`src/logic/core_timer_pkg.sv`:
```
// Package for the core timer with periodic interrupt and watchdog.
// Assumes an APB slave with 32-bit data and one word per register.
`default_nettype none
package core_timer_pkg;
   // Register byte offsets.
   localparam logic [11:0] OFS_STATUS_CONTROL = 12'h0000;
   localparam logic [11:0] OFS_COUNT          = 12'h0004;
   localparam logic [11:0] OFS_WATCHDOG       = 12'h0008;
   localparam logic [11:0] OFS_OPTION         = 12'h000C;
   // Status and control field positions.
   localparam int BIT_CORE_FLAG     = 7;
   localparam int BIT_PER_FLAG      = 6;
   localparam int BIT_CORE_IEN      = 5;
   localparam int BIT_PER_IEN       = 4;
   localparam int BIT_CORE_CLR      = 3;
   localparam int BIT_PER_CLR       = 2;
   localparam int BIT_RATE_HI       = 1;
   localparam int BIT_RATE_LO       = 0;
   // Watchdog register field positions.
   localparam int BIT_WDOG_CLEAR    = 0;
   // Option register field positions.
   localparam int BIT_OPT_WDOG_EN   = 0;
   localparam int BIT_OPT_STOP_HALT = 1;
   localparam int BIT_OPT_LONG_DLY  = 2;
   // Reset values.
   localparam logic [1:0] RATE_RESET   = 2'h3;
   localparam logic [2:0] OPTION_RESET = 3'h0;
   // Timing counts; the startup delays are given in bus cycles and scaled to oscillator cycles.
   localparam int PRESCALE_DIV      = 8;
   localparam int CHAIN_STAGES      = 15;
   localparam int WDOG_STAGES       = 4;
   localparam int WDOG_TIMEOUT      = 7;
   localparam int BUS_PER_OSC       = 2;
   localparam int DELAY_SHORT_BUS   = 16;
   localparam int DELAY_LONG_BUS    = 4064;
   localparam int DELAY_SHORT       = DELAY_SHORT_BUS * BUS_PER_OSC;
   localparam int DELAY_LONG        = DELAY_LONG_BUS * BUS_PER_OSC;
   // Startup states.
   typedef enum logic [2:0]
   {
      ST_POWER = 3'b001,
      ST_DELAY = 3'b010,
      ST_RUN   = 3'b100
   } start_t;
endpackage
`default_nettype wire

```
`src/logic/core_timer.sv`:
```
// Core timer: prescaled counter chain, overflow and periodic flags, watchdog.
// Assumes CLK is the oscillator clock at 40 MHz and the registers sit on APB.
// Function
// RULE1: Set overflow flag when low byte wraps.
// RULE2: Overflow interrupt while flag and enable set.
// RULE3: Writing one to clear bit clears flag.
// RULE4: Periodic flag on tap, interrupt when enabled.
// RULE5: Writing one clears periodic flag.
// RULE6: Reset clears flags, enables; sets rates.
// RULE7: Flag clear bits write-only, read zero.
// RULE8: Rate select picks divide by 2^15..2^18.
// RULE9: Selected tap also clocks the watchdog.
// RULE10: Watchdog times out after seven to eight periods.
// RULE11: Fifteen stages after divide-by-eight, low byte readable.
// RULE12: Count every eight cycles, overflow every 2048.
// RULE13: Clear chain at power-on and at release.
// RULE14: Watchdog is final stages, option enabled.
// RULE15: Watchdog timeout resets the whole controller.
// RULE16: Writing zero to watchdog clear restarts it.
// RULE17: Watchdog runs in run, wait, halt; stop clears.
// RULE18: Stop-to-halt option keeps stop as halt.
// RULE19: High-voltage detector holds watchdog off.
// RULE20: Software clears watchdog before changing rates.
// RULE21: Software clears watchdog before wait or halt.
// RULE22: Tap rising edge sets flag, steps watchdog.
// RULE23: Watchdog clear touches only watchdog stages.
`timescale 1ns/1ps
`default_nettype none
module core_timer
(
   input  wire  logic        CLK,
   input  wire  logic        RST,
   input  wire  logic        PSEL,
   input  wire  logic        PENABLE,
   input  wire  logic        PWRITE,
   input  wire  logic [11:0] PADDR,
   input  wire  logic [31:0] PWDATA,
   output var   logic [31:0] PRDATA,
   output var   logic        PREADY,
   output var   logic        PSLVERR,
   input  wire  logic        STOP_EXEC,
   input  wire  logic        HV_DETECT,
   output var   logic        CORE_IRQ,
   output var   logic        PERIODIC_IRQ,
   output var   logic        WATCHDOG_RESET,
   output var   logic        STOP_ACTIVE,
   output var   logic        CPU_RESET
);

   //==========================================================================
   // State record
   //==========================================================================
   // All state of the block lives in this struct.
   typedef struct packed
   {
      core_timer_pkg::start_t   start;       // Startup sequence state.
      logic [12:0]              delay;       // Startup delay counter.
      logic [2:0]               prescale;    // Divide-by-eight prescaler.
      logic [14:0]              chain;       // Core counter chain.
      logic                     tap_last;    // Selected tap from last cycle.
      logic [3:0]               wdog;        // Watchdog stages.
      logic                     core_flag;   // Overflow flag.
      logic                     per_flag;    // Periodic flag.
      logic                     core_ien;    // Overflow interrupt enable.
      logic                     per_ien;     // Periodic interrupt enable.
      logic [1:0]               rate;        // Rate select.
      logic [2:0]               option;      // Option bits.
      logic                     stopped;     // Stop mode in effect.
      logic [31:0]              rdata;       // Read data register.
      logic                     ready;       // Ready register.
      logic                     slverr;      // Error register.
      logic                     core_irq;    // Overflow interrupt output.
      logic                     per_irq;     // Periodic interrupt output.
      logic                     wdog_rst;    // Watchdog reset pulse.
      logic                     cpu_rst;     // Controller reset level.
   } state_t;

   state_t st;       // Registered state.
   state_t next_st;  // Next state.

   // Selects the periodic tap for a rate setting.
   function automatic logic tap_of(input logic [14:0] c, input logic [1:0] r);
      logic t;
      t = 1'b0;
      case (r)
         2'h0:    t = c[11];
         2'h1:    t = c[12];
         2'h2:    t = c[13];
         default: t = c[14];
      endcase
      return t;
   endfunction

   logic        setup;     // APB access phase qualifier.
   logic        wr;        // Write access in this cycle.
   logic        rd;        // Read access in this cycle.
   logic        tick;      // Prescaler carry.
   logic        tap;       // Selected periodic tap.
   logic        tap_rise;  // Rising edge of the tap.
   logic        wdog_run;  // Watchdog is allowed to count.
   logic        timeout;   // Watchdog reaches its timeout.
   logic [12:0] delay_end; // Startup delay length.

   //==========================================================================
   // Next-state logic
   //==========================================================================
   // Computes the whole next state in one pass.
   always_comb
   begin
      next_st   = st;
      setup     = PSEL && PENABLE;
      // Writes land only at the edge that also samples PREADY high.
      wr        = setup && PWRITE && st.ready;
      rd        = setup && !PWRITE;
      tick      = (st.prescale == 3'h7);
      tap       = tap_of(st.chain, st.rate);
      tap_rise  = tap && !st.tap_last;
      delay_end = st.option[core_timer_pkg::BIT_OPT_LONG_DLY]
                  ? 13'(core_timer_pkg::DELAY_LONG) : 13'(core_timer_pkg::DELAY_SHORT);
      wdog_run  = st.option[core_timer_pkg::BIT_OPT_WDOG_EN] && !st.stopped
                  && !HV_DETECT && (st.start == core_timer_pkg::ST_RUN);  // see RULE14 see RULE19
      timeout   = wdog_run && tap_rise
                  && (st.wdog == 4'(core_timer_pkg::WDOG_TIMEOUT));        // see RULE10
      next_st.wdog_rst = 1'b0;
      next_st.ready    = 1'b0;
      next_st.slverr   = 1'b0;
      // Read data stands for the answer cycle only.
      next_st.rdata    = 32'h0000_0000;

      // Counter chain: prescaler then fifteen stages.
      next_st.prescale = st.prescale + 3'h1;                   // see RULE11
      if (tick)
      begin
         next_st.chain = st.chain + 15'h0001;                  // see RULE12
      end
      next_st.tap_last = tap;

      // Overflow of the low eight stages.
      if (tick && (st.chain[7:0] == 8'hFF))
      begin
         next_st.core_flag = 1'b1;                             // see RULE1
      end
      else if (wr && (PADDR == core_timer_pkg::OFS_STATUS_CONTROL)
               && PWDATA[core_timer_pkg::BIT_CORE_CLR])
      begin
         next_st.core_flag = 1'b0;                             // see RULE3
      end

      // Periodic flag on a rising tap.
      if (tap_rise)
      begin
         next_st.per_flag = 1'b1;                              // see RULE4 see RULE22 see RULE9
      end
      else if (wr && (PADDR == core_timer_pkg::OFS_STATUS_CONTROL)
               && PWDATA[core_timer_pkg::BIT_PER_CLR])
      begin
         next_st.per_flag = 1'b0;                              // see RULE5
      end

      // Stop mode: stop acts as halt when the option says so.
      if (STOP_EXEC && !st.option[core_timer_pkg::BIT_OPT_STOP_HALT])
      begin
         next_st.stopped = 1'b1;                               // see RULE18
      end
      else if (!STOP_EXEC)
      begin
         next_st.stopped = 1'b0;
      end

      // Watchdog stages count on the tap edge.
      if (!wdog_run || (st.stopped))
      begin
         next_st.wdog = 4'h0;                                  // see RULE17
      end
      else if (wr && (PADDR == core_timer_pkg::OFS_WATCHDOG)
               && !PWDATA[core_timer_pkg::BIT_WDOG_CLEAR])
      begin
         next_st.wdog = 4'h0;                                  // see RULE16 see RULE23
      end
      else if (timeout)
      begin
         next_st.wdog     = 4'h0;
         next_st.wdog_rst = 1'b1;                              // see RULE15
      end
      else if (tap_rise)
      begin
         next_st.wdog = st.wdog + 4'h1;                        // see RULE22
      end

      // Startup: clear chain at power-on and again at release.
      case (st.start)
         core_timer_pkg::ST_POWER:
         begin
            next_st.chain   = 15'h0000;                        // see RULE13
            next_st.delay   = 13'h0000;
            next_st.start   = core_timer_pkg::ST_DELAY;
            next_st.cpu_rst = 1'b1;
         end
         core_timer_pkg::ST_DELAY:
         begin
            next_st.delay = st.delay + 13'h0001;
            if (st.delay >= delay_end - 13'h0001)
            begin
               next_st.chain    = 15'h0000;                    // see RULE13
               next_st.prescale = 3'h0;
               next_st.start    = core_timer_pkg::ST_RUN;
               next_st.cpu_rst  = 1'b0;
            end
         end
         core_timer_pkg::ST_RUN:
         begin
            next_st.cpu_rst = next_st.wdog_rst;
         end
         default:
         begin
            next_st.start = core_timer_pkg::ST_POWER;
         end
      endcase

      // APB writes to control and option bits.
      if (wr && (PADDR == core_timer_pkg::OFS_STATUS_CONTROL))
      begin
         next_st.core_ien = PWDATA[core_timer_pkg::BIT_CORE_IEN];
         next_st.per_ien  = PWDATA[core_timer_pkg::BIT_PER_IEN];
         next_st.rate     = {PWDATA[core_timer_pkg::BIT_RATE_HI],
                             PWDATA[core_timer_pkg::BIT_RATE_LO]};  // see RULE8
      end
      else if (wr && (PADDR == core_timer_pkg::OFS_OPTION))
      begin
         next_st.option = PWDATA[2:0];
      end

      // APB answer in the access phase.
      if (setup && !st.ready)
      begin
         next_st.ready = 1'b1;
         next_st.rdata = 32'h0000_0000;
         if (PADDR == core_timer_pkg::OFS_STATUS_CONTROL)
         begin
            // Clear bits read as zero.
            next_st.rdata[7:0] = {st.core_flag, st.per_flag, st.core_ien, st.per_ien,
                                  2'b00, st.rate};            // see RULE7
         end
         else if (PADDR == core_timer_pkg::OFS_COUNT)
         begin
            next_st.rdata[7:0] = st.chain[7:0];                // see RULE11
         end
         else if (PADDR == core_timer_pkg::OFS_WATCHDOG)
         begin
            next_st.rdata = 32'h0000_0000;
         end
         else if (PADDR == core_timer_pkg::OFS_OPTION)
         begin
            next_st.rdata[2:0] = st.option;
         end
         else
         begin
            next_st.slverr = 1'b1;
         end
         if (!rd)
         begin
            next_st.rdata = 32'h0000_0000;
         end
      end

      next_st.core_irq = next_st.core_flag && next_st.core_ien;  // see RULE2
      next_st.per_irq  = next_st.per_flag && next_st.per_ien;    // see RULE4
   end

   //==========================================================================
   // State register
   //==========================================================================
   // Registers the state; reset clears flags, enables, and sets both rates.
   always_ff @(posedge CLK or posedge RST)
   begin
      if (RST)
      begin
         st          <= '0;
         st.start    <= core_timer_pkg::ST_POWER;
         st.rate     <= core_timer_pkg::RATE_RESET;            // see RULE6
         st.option   <= core_timer_pkg::OPTION_RESET;
         st.cpu_rst  <= 1'b1;
      end
      else
      begin
         st <= next_st;
      end
   end

   // The answer comes one cycle after the access phase; writes commit with it.
   assign PRDATA         = st.rdata;
   assign PREADY         = st.ready;
   assign PSLVERR        = st.slverr;
   assign CORE_IRQ       = st.core_irq;
   assign PERIODIC_IRQ   = st.per_irq;
   assign WATCHDOG_RESET = st.wdog_rst;
   assign STOP_ACTIVE    = st.stopped;
   assign CPU_RESET      = st.cpu_rst;

   //==========================================================================
   // Checks
   //==========================================================================
   // Each interrupt output equals its flag and enable in every cycle.
   a_core_irq_gate: assert property (@(posedge CLK) disable iff (RST)  // see RULE2
      CORE_IRQ == (st.core_flag && st.core_ien))
      else $error("core irq mismatch");
   a_per_irq_gate: assert property (@(posedge CLK) disable iff (RST)   // see RULE4
      PERIODIC_IRQ == (st.per_flag && st.per_ien))
      else $error("periodic irq mismatch");
   // Flags: a set event always lands; a clear lands unless a set competes.
   a_overflow_set: assert property (@(posedge CLK) disable iff (RST)   // see RULE1
      (tick && st.chain[7:0] == 8'hFF) |=> st.core_flag)
      else $error("overflow flag not set");
   a_core_clear: assert property (@(posedge CLK) disable iff (RST)     // see RULE3
      (wr && PADDR == core_timer_pkg::OFS_STATUS_CONTROL && PWDATA[3]
       && !(tick && st.chain[7:0] == 8'hFF)) |=> !st.core_flag)
      else $error("overflow flag not cleared");
   a_per_clear: assert property (@(posedge CLK) disable iff (RST)      // see RULE5
      (wr && PADDR == core_timer_pkg::OFS_STATUS_CONTROL && PWDATA[2]
       && !tap_rise) |=> !st.per_flag)
      else $error("periodic flag not cleared");
   a_clear_reads_zero: assert property (@(posedge CLK) disable iff (RST)  // see RULE7
      (PREADY && $past(PADDR) == core_timer_pkg::OFS_STATUS_CONTROL)
      |-> PRDATA[3:2] == 2'b00)
      else $error("clear bits read nonzero");
   a_count_step: assert property (@(posedge CLK) disable iff (RST)     // see RULE12
      (st.start == core_timer_pkg::ST_RUN && tick && $past(st.start) == core_timer_pkg::ST_RUN)
      |=> st.chain == $past(st.chain) + 15'h0001)
      else $error("counter did not step");
   // Watchdog: a clear write beats a timeout in the same cycle.
   a_wdog_clear: assert property (@(posedge CLK) disable iff (RST)     // see RULE16
      (wr && PADDR == core_timer_pkg::OFS_WATCHDOG && !PWDATA[0]) |=> st.wdog == 4'h0)
      else $error("watchdog not cleared");
   a_hv_holds_off: assert property (@(posedge CLK) disable iff (RST)   // see RULE19
      HV_DETECT |=> st.wdog == 4'h0 && !WATCHDOG_RESET)
      else $error("watchdog ran under high voltage");
   a_timeout_reset: assert property (@(posedge CLK) disable iff (RST)  // see RULE15
      (timeout && !(wr && PADDR == core_timer_pkg::OFS_WATCHDOG && !PWDATA[0]))
      |=> WATCHDOG_RESET && CPU_RESET)
      else $error("timeout gave no reset");

endmodule
`default_nettype wire

```
`config.mk`:
```
export PLATFORM = sky130hd
export DESIGN_NAME = core_timer
export DESIGN_NICKNAME = d
export VERILOG_FILES = /design/src/logic/core_timer_pkg.sv /design/src/logic/core_timer.sv
export SDC_FILE = /design/constraint.sdc
export NUM_CORES = 1
export LEC_CHECK = 0
export ABC_CLOCK_PERIOD_IN_PS = 3400
export BUFFER_PORTS_ARGS = -buffer_cell sky130_fd_sc_hd__buf_4
export CAP_MARGIN = 5
export CORE_MARGIN = 5
export CORE_UTILIZATION = 57
export DETAILED_ROUTE_END_ITERATION = 7
export PLACE_DENSITY = 0.85
export SLEW_MARGIN = 20
export SYNTH_ARGS = -nofsm -noshare
export SYNTH_HDL_FRONTEND = slang
export SYNTH_SLANG_ARGS = --single-unit
export TNS_END_PERCENT = 100
```
`constraint.sdc`:
```
create_clock -name CLK -period 3.4 [get_ports CLK]
set_clock_uncertainty 0.05 [all_clocks]
set_input_delay 0.17 -clock CLK [delete_from_list [all_inputs] [get_ports CLK]]
set_output_delay 0.17 -clock CLK [all_outputs]
set_load 0.03 [all_outputs]
```
==> impl_results.md, run 1 <==
- Outcome: complete, no violations
- Cell Int Power: approximately 1.4 mW
- Most frequent cell after synthesis: dfrtp_1
- Router iterations before antenna repair: 4
- Switching share of power: approximately 20%
- Asr flop ratio synth: 100%
- Worst path arrival time: around 2.6 ns
- Max clock buf depth: 2
- Worst setup margin: roughly 1 ns
- Worst path max stage delay: around 0.58 ns
- Slowest stage cell, crit path: nand4_1
- First-pass GRT wire length: approximately 12000 um
- Synth top area cells: dfrtp_1 43%, buf_4 7.4%, ha_1 4.4%
- Vias in the first global route: 2551
- TritonCTS clock tree: yes
- Worst path depth: 6
- Tot GR Track Use: between 10% and 20%
- Post-route non-filler standard cell count: about 460
- GRT overflow: 0
- Gate Count Post-Synth: about 340
- Full die area: roughly 7700 um2
- Unique masters post-synth: 54
- Final setup fails: 0
- RSZ-0062 raised after global routing: false
- Worst path required time: about 3.6 ns
- Layout cell share with drive strength beyond 1: between 20% and 30%
- Post-synth top area share: 42.8%
- Flops & latches, synth: 63
- Syn-to-layout area delta: 14.3%
- CP Buf/Inv Count: 1
- PostCTS Resize Cnt: 0
- Comb pwr share: 5.2%
- I/O Buffers: 39
- Setup bufs post-CTS: 0
- Max cap viols: 0
- Post-placement setup slack: around 1.0 ns
- Tightest Hold Check Type: input port to async pin
- Main synth FF type: dfrtp_1
- Commonest cells post-synth: 59 x dfrtp_1, 34 x buf_4, 31 x nand2_1
- Worst reg2reg path depth: 6
- Root Buffer: clkbuf_8
- Reg clk slew, reported paths: about 0.080 ns
- Slew Limit Fails: 0
- DRC errors left: 0
- IR drop worst, VDD: 0.308 mV
- Seq pwr share: between 40% and 50%
- Mapped Avg Cell Area: between 10 and 15 um2
- Post-CTS Hold Buffers: 0
- Slew headroom: 36.7%
- Die W: just under 90 um
- Post-placement cell area: between 3000 and 4000 um2
- Initial antenna violation count: 0
- Sequential-to-total area share from yosys stat: 45.9%
- Routability Congestion: about 0.84
- Fmax: about 410 MHz
- Post-DP HPWL: between 4000 and 5000 um
- Synth warnings: 0
- Via density: 5.67
- Setup crit end kind: flip-flop
- CTS Sinks: 63
- Startpoint types: flip-flop
- # H-tree levels: 3
- Ports: 90
- Netlist Area Pre-Place: 3450 um2
- N_diodes: 0
- CP Class: flip-flop to flip-flop
- Post-synth EDFFs: 0
- Pwr dens: 454 nW/um2
- Detailed-route via count: 2582
- CTS buffer count: 9
- Site Rows: 28
- Largest net degree at the start of global routing: 48
- NetSw: 0.357 mW
- Crit Path Max Fanout: 15
- Setup TNS: 0 ns
- Clk_lat worst skew: around 0.34 ns
- Synth area leader: dfrtp_1
- WHS: approximately 0.008 ns
- Power Total: between 1.5 and 2 mW
- Placed insts: approximately 440
- Final nets: approximately 440
- Post-Route WL: between 7000 and 8000 um
- Final Core Density: between 60 and 70%
- Worst Tran Pin Value: 0.948 ns
- Leakage: 1.82 nW
- Die span in y: slightly below 90 um
- Clock Power Share: 52.7%
- Post-route ant nets: 0
- Starting density of the core: 58.6%
- Post-route minimum period: 2.42 ns
- Tcrit/Tclk final: between 70% and 80%
- CP cell instances: inv_1 > ha_1 > a21oi_1 > o21a_1 > nand4_1 > a22oi_1
- Hold Vio Cnt, Final: 0
- Wire per inst: roughly 16 um
- Final Cell Area: between 3000 and 4000 um2
- Core ar.: 5890 um2
- CP top delay family: compound AO/OA/AOI/OAI gates
- Initial DRC Count: 112
[worst register-to-register path: cells and delay by family, from the launching register on]
kind	cells	cell delay (ns)
adders and majority gates	1	0.32
DFF	1	0.39
and+or+nand+nor	1	0.58
buffers and inverters	1	0.22
AOI/OAI and AO/OA	3	0.77
[final timing paths]
path                                         start                    end  slack (ns)
worst max-delay path            st[41]$_DFFE_PP0P_       st[66]$_DFF_PP0_        0.98
worst min-delay path                           RST     st[86]$_DFFE_PP0P_       0.008
worst max register to register  st[41]$_DFFE_PP0P_       st[66]$_DFF_PP0_        0.98
worst min register to register    PREADY$_DFF_PP0_       PREADY$_DFF_PP0_        0.43
max in group asynchronous                      RST  CPU_RESET$_DFFE_PP1P_        2.44
min in group CLK                         PWDATA[1]     st[40]$_DFFE_PP0P_        0.03
[sequential cells by signal, indices dropped and copies added, names as in the netlist]
signal	cells
CORE_IRQ	1
CPU_RESET	1
PERIODIC_IRQ	1
PRDATA	8
PREADY	1
PSLVERR	1
STOP_ACTIVE	1
WATCHDOG_RESET	1
st	48
[routing by layer]
layer  global-route usage, %  vias up  share of wire, %
met4                    8.23        0               1.2
met5                       0        -                 0
met3                    4.80        7               6.6
li1                        -     1238                 -
met1                    24.6     1262                41
met2                    32.6       75                51
[cell type report]
cell class	instances	area, um2
fill	450	1950
multi-input combinational	247	1610
sequential	63	1580
timing repair buffer	42	315
clock inverter	6	155
clock buffer	10	138
tap	75	93.8
inverter	12	45.0
[power groups by stage]
stage               Sequential (mW)  Clock (mW)  Combinational (mW)
floorplan                     0.771           0              0.0784
global route                  0.752       0.988               0.102
CTS                           0.753       0.962              0.0946
global placement              0.767           0              0.0926
detailed placement            0.767           0              0.0943
finish                        0.753       0.942              0.0939
[kinds of logic (layout without fill, tap and decap cells)]
kind of cell	count (synthesis)	after routing	synth area share [%]
simple gates	103	103	16.7
compound gates	74	74	13.2
flops	63	63	45.9
buf+inv	54	70	9.91
xor+xnor	17	17	4.32
mux	17	17	5.59
fa+ha+maj	12	12	4.36
other cells	1	24	0.109
[cell usage in the layout (no fill, tap or decap), types with 8 or more instances in the layout]
cell type	n
mux2i_1	8
nand2_1	31
ha_1	12
buf_4	42
nand4_1	10
xnor2_1	11
a21oi_1	20
nor2_1	17
o21ai_0	24
inv_1	11
conb_1	24
mux2_2	8
dfrtp_1	59
clkbuf_8	10
nand3_1	9
Power figures use the tool's default switching activity.
==> run 2: changes to the inputs <==
- ABC_AREA: not set -> 1
- ABC_CLOCK_PERIOD_IN_PS: 3400 -> 2100
- CORE_UTILIZATION: 57 -> 48
- PLACE_DENSITY: 0.85 -> 0.76
- clock period: 3.4 -> 2.1 ns (I/O delays scaled with it)
==> run 2 against run 1 <==
Die area rose by 22%. Clock power is 28% higher. First-iteration DRC count rose by 71%. Worst setup slack lost 0.78 ns. Largest power group is now registers. Register-to-register slack lost 0.78 ns. Non-clock buffer count rose by 14. Sequential share of layout area shrank 3.2 points. Highest routed layer unchanged. Critical path type unchanged. Fmax rose by 27%. Final cell count up 31%.
==> impl_results.md, run 2 <==
- Final nets: 556 (+27%)
- Post-route minimum period: 1.91 ns (-0.516 ns)
- Reg clk slew, reported paths: 0.07 ns (about the same)
- Post-DP HPWL: 5530 um (+12%)
- First-pass GRT wire length: 13400 um (+14%)
- Main synth FF type: dfrtp_1
- Die span in y: 96.9 um (+10%)
- CTS buffer count: 9 (unchanged)
- IR drop worst, VDD: 0.368 mV (+19%)
- N_diodes: 0 (unchanged)
- Largest net degree at the start of global routing: 64 (+33%)
- Synth warnings: 0 (unchanged)
- Most common cell after layout, fill and taps aside: nand2_1
- Storage element area: 1580 um2 (unchanged)
- Max reg flops: 48 (unchanged)
- Setup crit end kind: flip-flop
- Final setup fails: 0 (unchanged)
- Netlist Area Pre-Place: 3620 um2 (+5.0%)
- Hold Vio Cnt, Final: 0 (unchanged)
- Asr flop ratio synth: 100% (unchanged)
- Met1 usage in global routing: 21.1% (-3.6 points)
- Die W: 96.9 um (+10%)
- Via density: 4.98 (-12%)
- Slew Limit Fails: 0 (unchanged)
- Met3 Usage GRT: 5.25% (+0.45 points)
- Worst setup margin: 0.195 ns (-0.784 ns)
- Slowest stage cell, crit path: dfrtp_1
- Post-placement setup slack: 0.122 ns (-0.916 ns)
- Ports: 90 (unchanged)
- Site Rows: 31 (+11%)
- Core ar.: 7290 um2 (+24%)
- Synth area leader: dfrtp_1
- Full die area: 9380 um2 (+22%)
- Gate Count Post-Synth: 439 (+29%)
- Mapped Avg Cell Area: 8.25 um2 (-18%)
- Vias in the first global route: 2933 (+15%)
- GRT overflow: 0 (unchanged)
- Most frequent cells in the layout: 97 x nand2_1, 59 x dfrtp_1, 53 x inv_1, 43 x buf_4, 31 x nor2_1
- Unique masters post-synth: 43 (-20%)
- Outcome: complete, no violations
- Router iterations before antenna repair: 4 (unchanged)
- Syn-to-layout area delta: 18.2%
- Commonest cells post-synth: 97 x nand2_1, 59 x dfrtp_1, 55 x inv_1
- Tot GR Track Use: 17.6% (-2.1 points)
- Pwr dens: 606 nW/um2 (+34%)
- CP Buf/Inv Count: 1 (unchanged)
- Worst path required time: 2.29 ns (-1.30 ns)
- Tightest Hold Check Type: input port to flip-flop
- Most frequent cell after synthesis: nand2_1
- Post-Route WL: 7770 um (+9.6%)
- Synth top area cells: dfrtp_1 41%, nand2_1 10%, buf_4 6.6%
- Max clock buf depth: 2 (unchanged)
- Initial DRC Count: 191 (+71%)
- Startpoint types: flip-flop
- Layout cell share with drive strength beyond 1: 18.7% (-2.4 points)
- Post-synth top area share: 40.8% (-2.1 points)
- CP top delay family: simple AND/OR/NAND/NOR gates
- Max cap viols: 0 (unchanged)
- Post-route ant nets: 0 (unchanged)
- CP Class: flip-flop to flip-flop
- Fill cells: 640 (+42%)
- # H-tree levels: 3 (unchanged)
- Detailed-route via count: 2972 (+15%)
- Tcrit/Tclk final: 90.7% (+19 points)
- Largest Register: st
- DRC errors left: 0 (unchanged)
- CTS Sinks: 63 (unchanged)
- Post-synth EDFFs: 0 (unchanged)
- Fmax: 525 MHz (+27%)
- Routability Congestion: 0.945 (+12%)
- Worst path arrival time: 2.09 ns (-0.52 ns)
- RSZ-0062 raised after global routing: false
- Root Buffer: clkbuf_8
- Worst path max stage delay: 0.44 ns (-0.14 ns)
- Clk_lat worst skew: 0.35 ns (about the same)
- Setup TNS: 0 ns (unchanged)
- Crit Path Max Fanout: 3 (-12)
- Power Total: 2.59 mW (+45%)
- I/O Buffers: 39 (unchanged)
- Starting density of the core: 49.7% (-8.9 points)
- WHS: 0.0209 ns (+0.0131 ns)
- Area occupied by multi-input gates: 1640 um2 (+2.1%)
- Leakage: 2.23 nW (+23%)
- Met2 Usage GRT: 28.6% (-4.0 points)
- Most crowded layer after global routing: met2
- Wire per inst: 13.0 um (-16%)
- Initial antenna violation count: 0 (unchanged)
- CP cell instances: ha_1 > nand2_1 > nor2_1 > nand4_1 > nand3_1 > nand2_1 > inv_1 > nor2_1
- Sequential-to-total area share from yosys stat: 43.7% (-2.2 points)
- Flops & latches, synth: 63 (unchanged)
- TritonCTS clock tree: yes
-- run 2: changes by cell type after synthesis, moves of 7 or more --
cell	delta
inv_1	+43
mux2_2	-8
mux2i_1	-7
nand2_1	+66
nand3_1	+16
nor2_1	+15
o21ai_0	-7
-- run 2: repair_timing --
item                       CTS  global route
buffers inserted             0             1
resized for setup            0             2
setup endpoints to repair    0            18
hold endpoints to repair    70             0
hold buffers                10             0
-- run 2: layout make-up --
class	instances	area share, %
timing repair buffer	56	11.3
sequential	63	37.0
multi-input combinational	305	38.4
clock buffer	10	3.22
clock inverter	6	2.13
tap	99	2.89
inverter	58	5.09
-- run 2: path summary, 6_finish.rpt --
kind,slack [ns],from,to,cells past startpoint
worst max register to register,0.19,st[83]$_DFFE_PP0N_,st[68]$_DFF_PP0_,8
worst max-delay path,0.19,st[83]$_DFFE_PP0N_,st[68]$_DFF_PP0_,8
worst min-delay path,0.02,PWRITE,PRDATA[5]$_DFF_PP0_,4
max in group asynchronous,1.35,RST,st[43]$_DFFE_PP1N_,4
worst min register to register,0.43,st[68]$_DFF_PP0_,st[68]$_DFF_PP0_,1
min in group asynchronous,0.33,RST,PREADY$_DFF_PP0_,4
-- run 2: kinds of logic after synthesis --
| logic type | after synthesis | share of synthesized area [%] |
|---|---|---|
| other | 1 | 0.104 |
| adder cells (fa/ha/maj) | 12 | 4.15 |
| XOR/XNOR | 15 | 3.63 |
| multiplexers | 1 | 0.276 |
| AO/OA/AOI/OAI | 60 | 9.61 |
| buffers and inverters | 94 | 13.4 |
| flip-flops | 63 | 43.7 |
| AND/OR/NAND/NOR | 193 | 25.2 |
-- run 2: through the flow --
stage               utilization [%]  area, um2  std cells
global placement               53.9       3930        570
global route                   58.7       4280        597
CTS                            58.4       4260        596
floorplan                         -       3710        462
finish                         58.7       4280        597
detailed placement             53.9       3930        570
-- run 2: worst min-delay path, stage by stage --
cell	delay, ns
buf_4	0.09
nor2_2	0.05
o211ai_1	0.08
nor2_1	0.05
-- run 2: layer usage --
metal,part of all wire [%],routed length [um]
met4,2.4,188
met1,43,3330
met5,0,0
met2,48,3760
met3,6.4,494
-- run 2: power by group --
| part | switching, mW | internal (mW) |
|---|---|---|
| registers | 0.00140 | 1.22 |
| clock network | 0.506 | 0.704 |
| logic | 0.115 | 0.0532 |
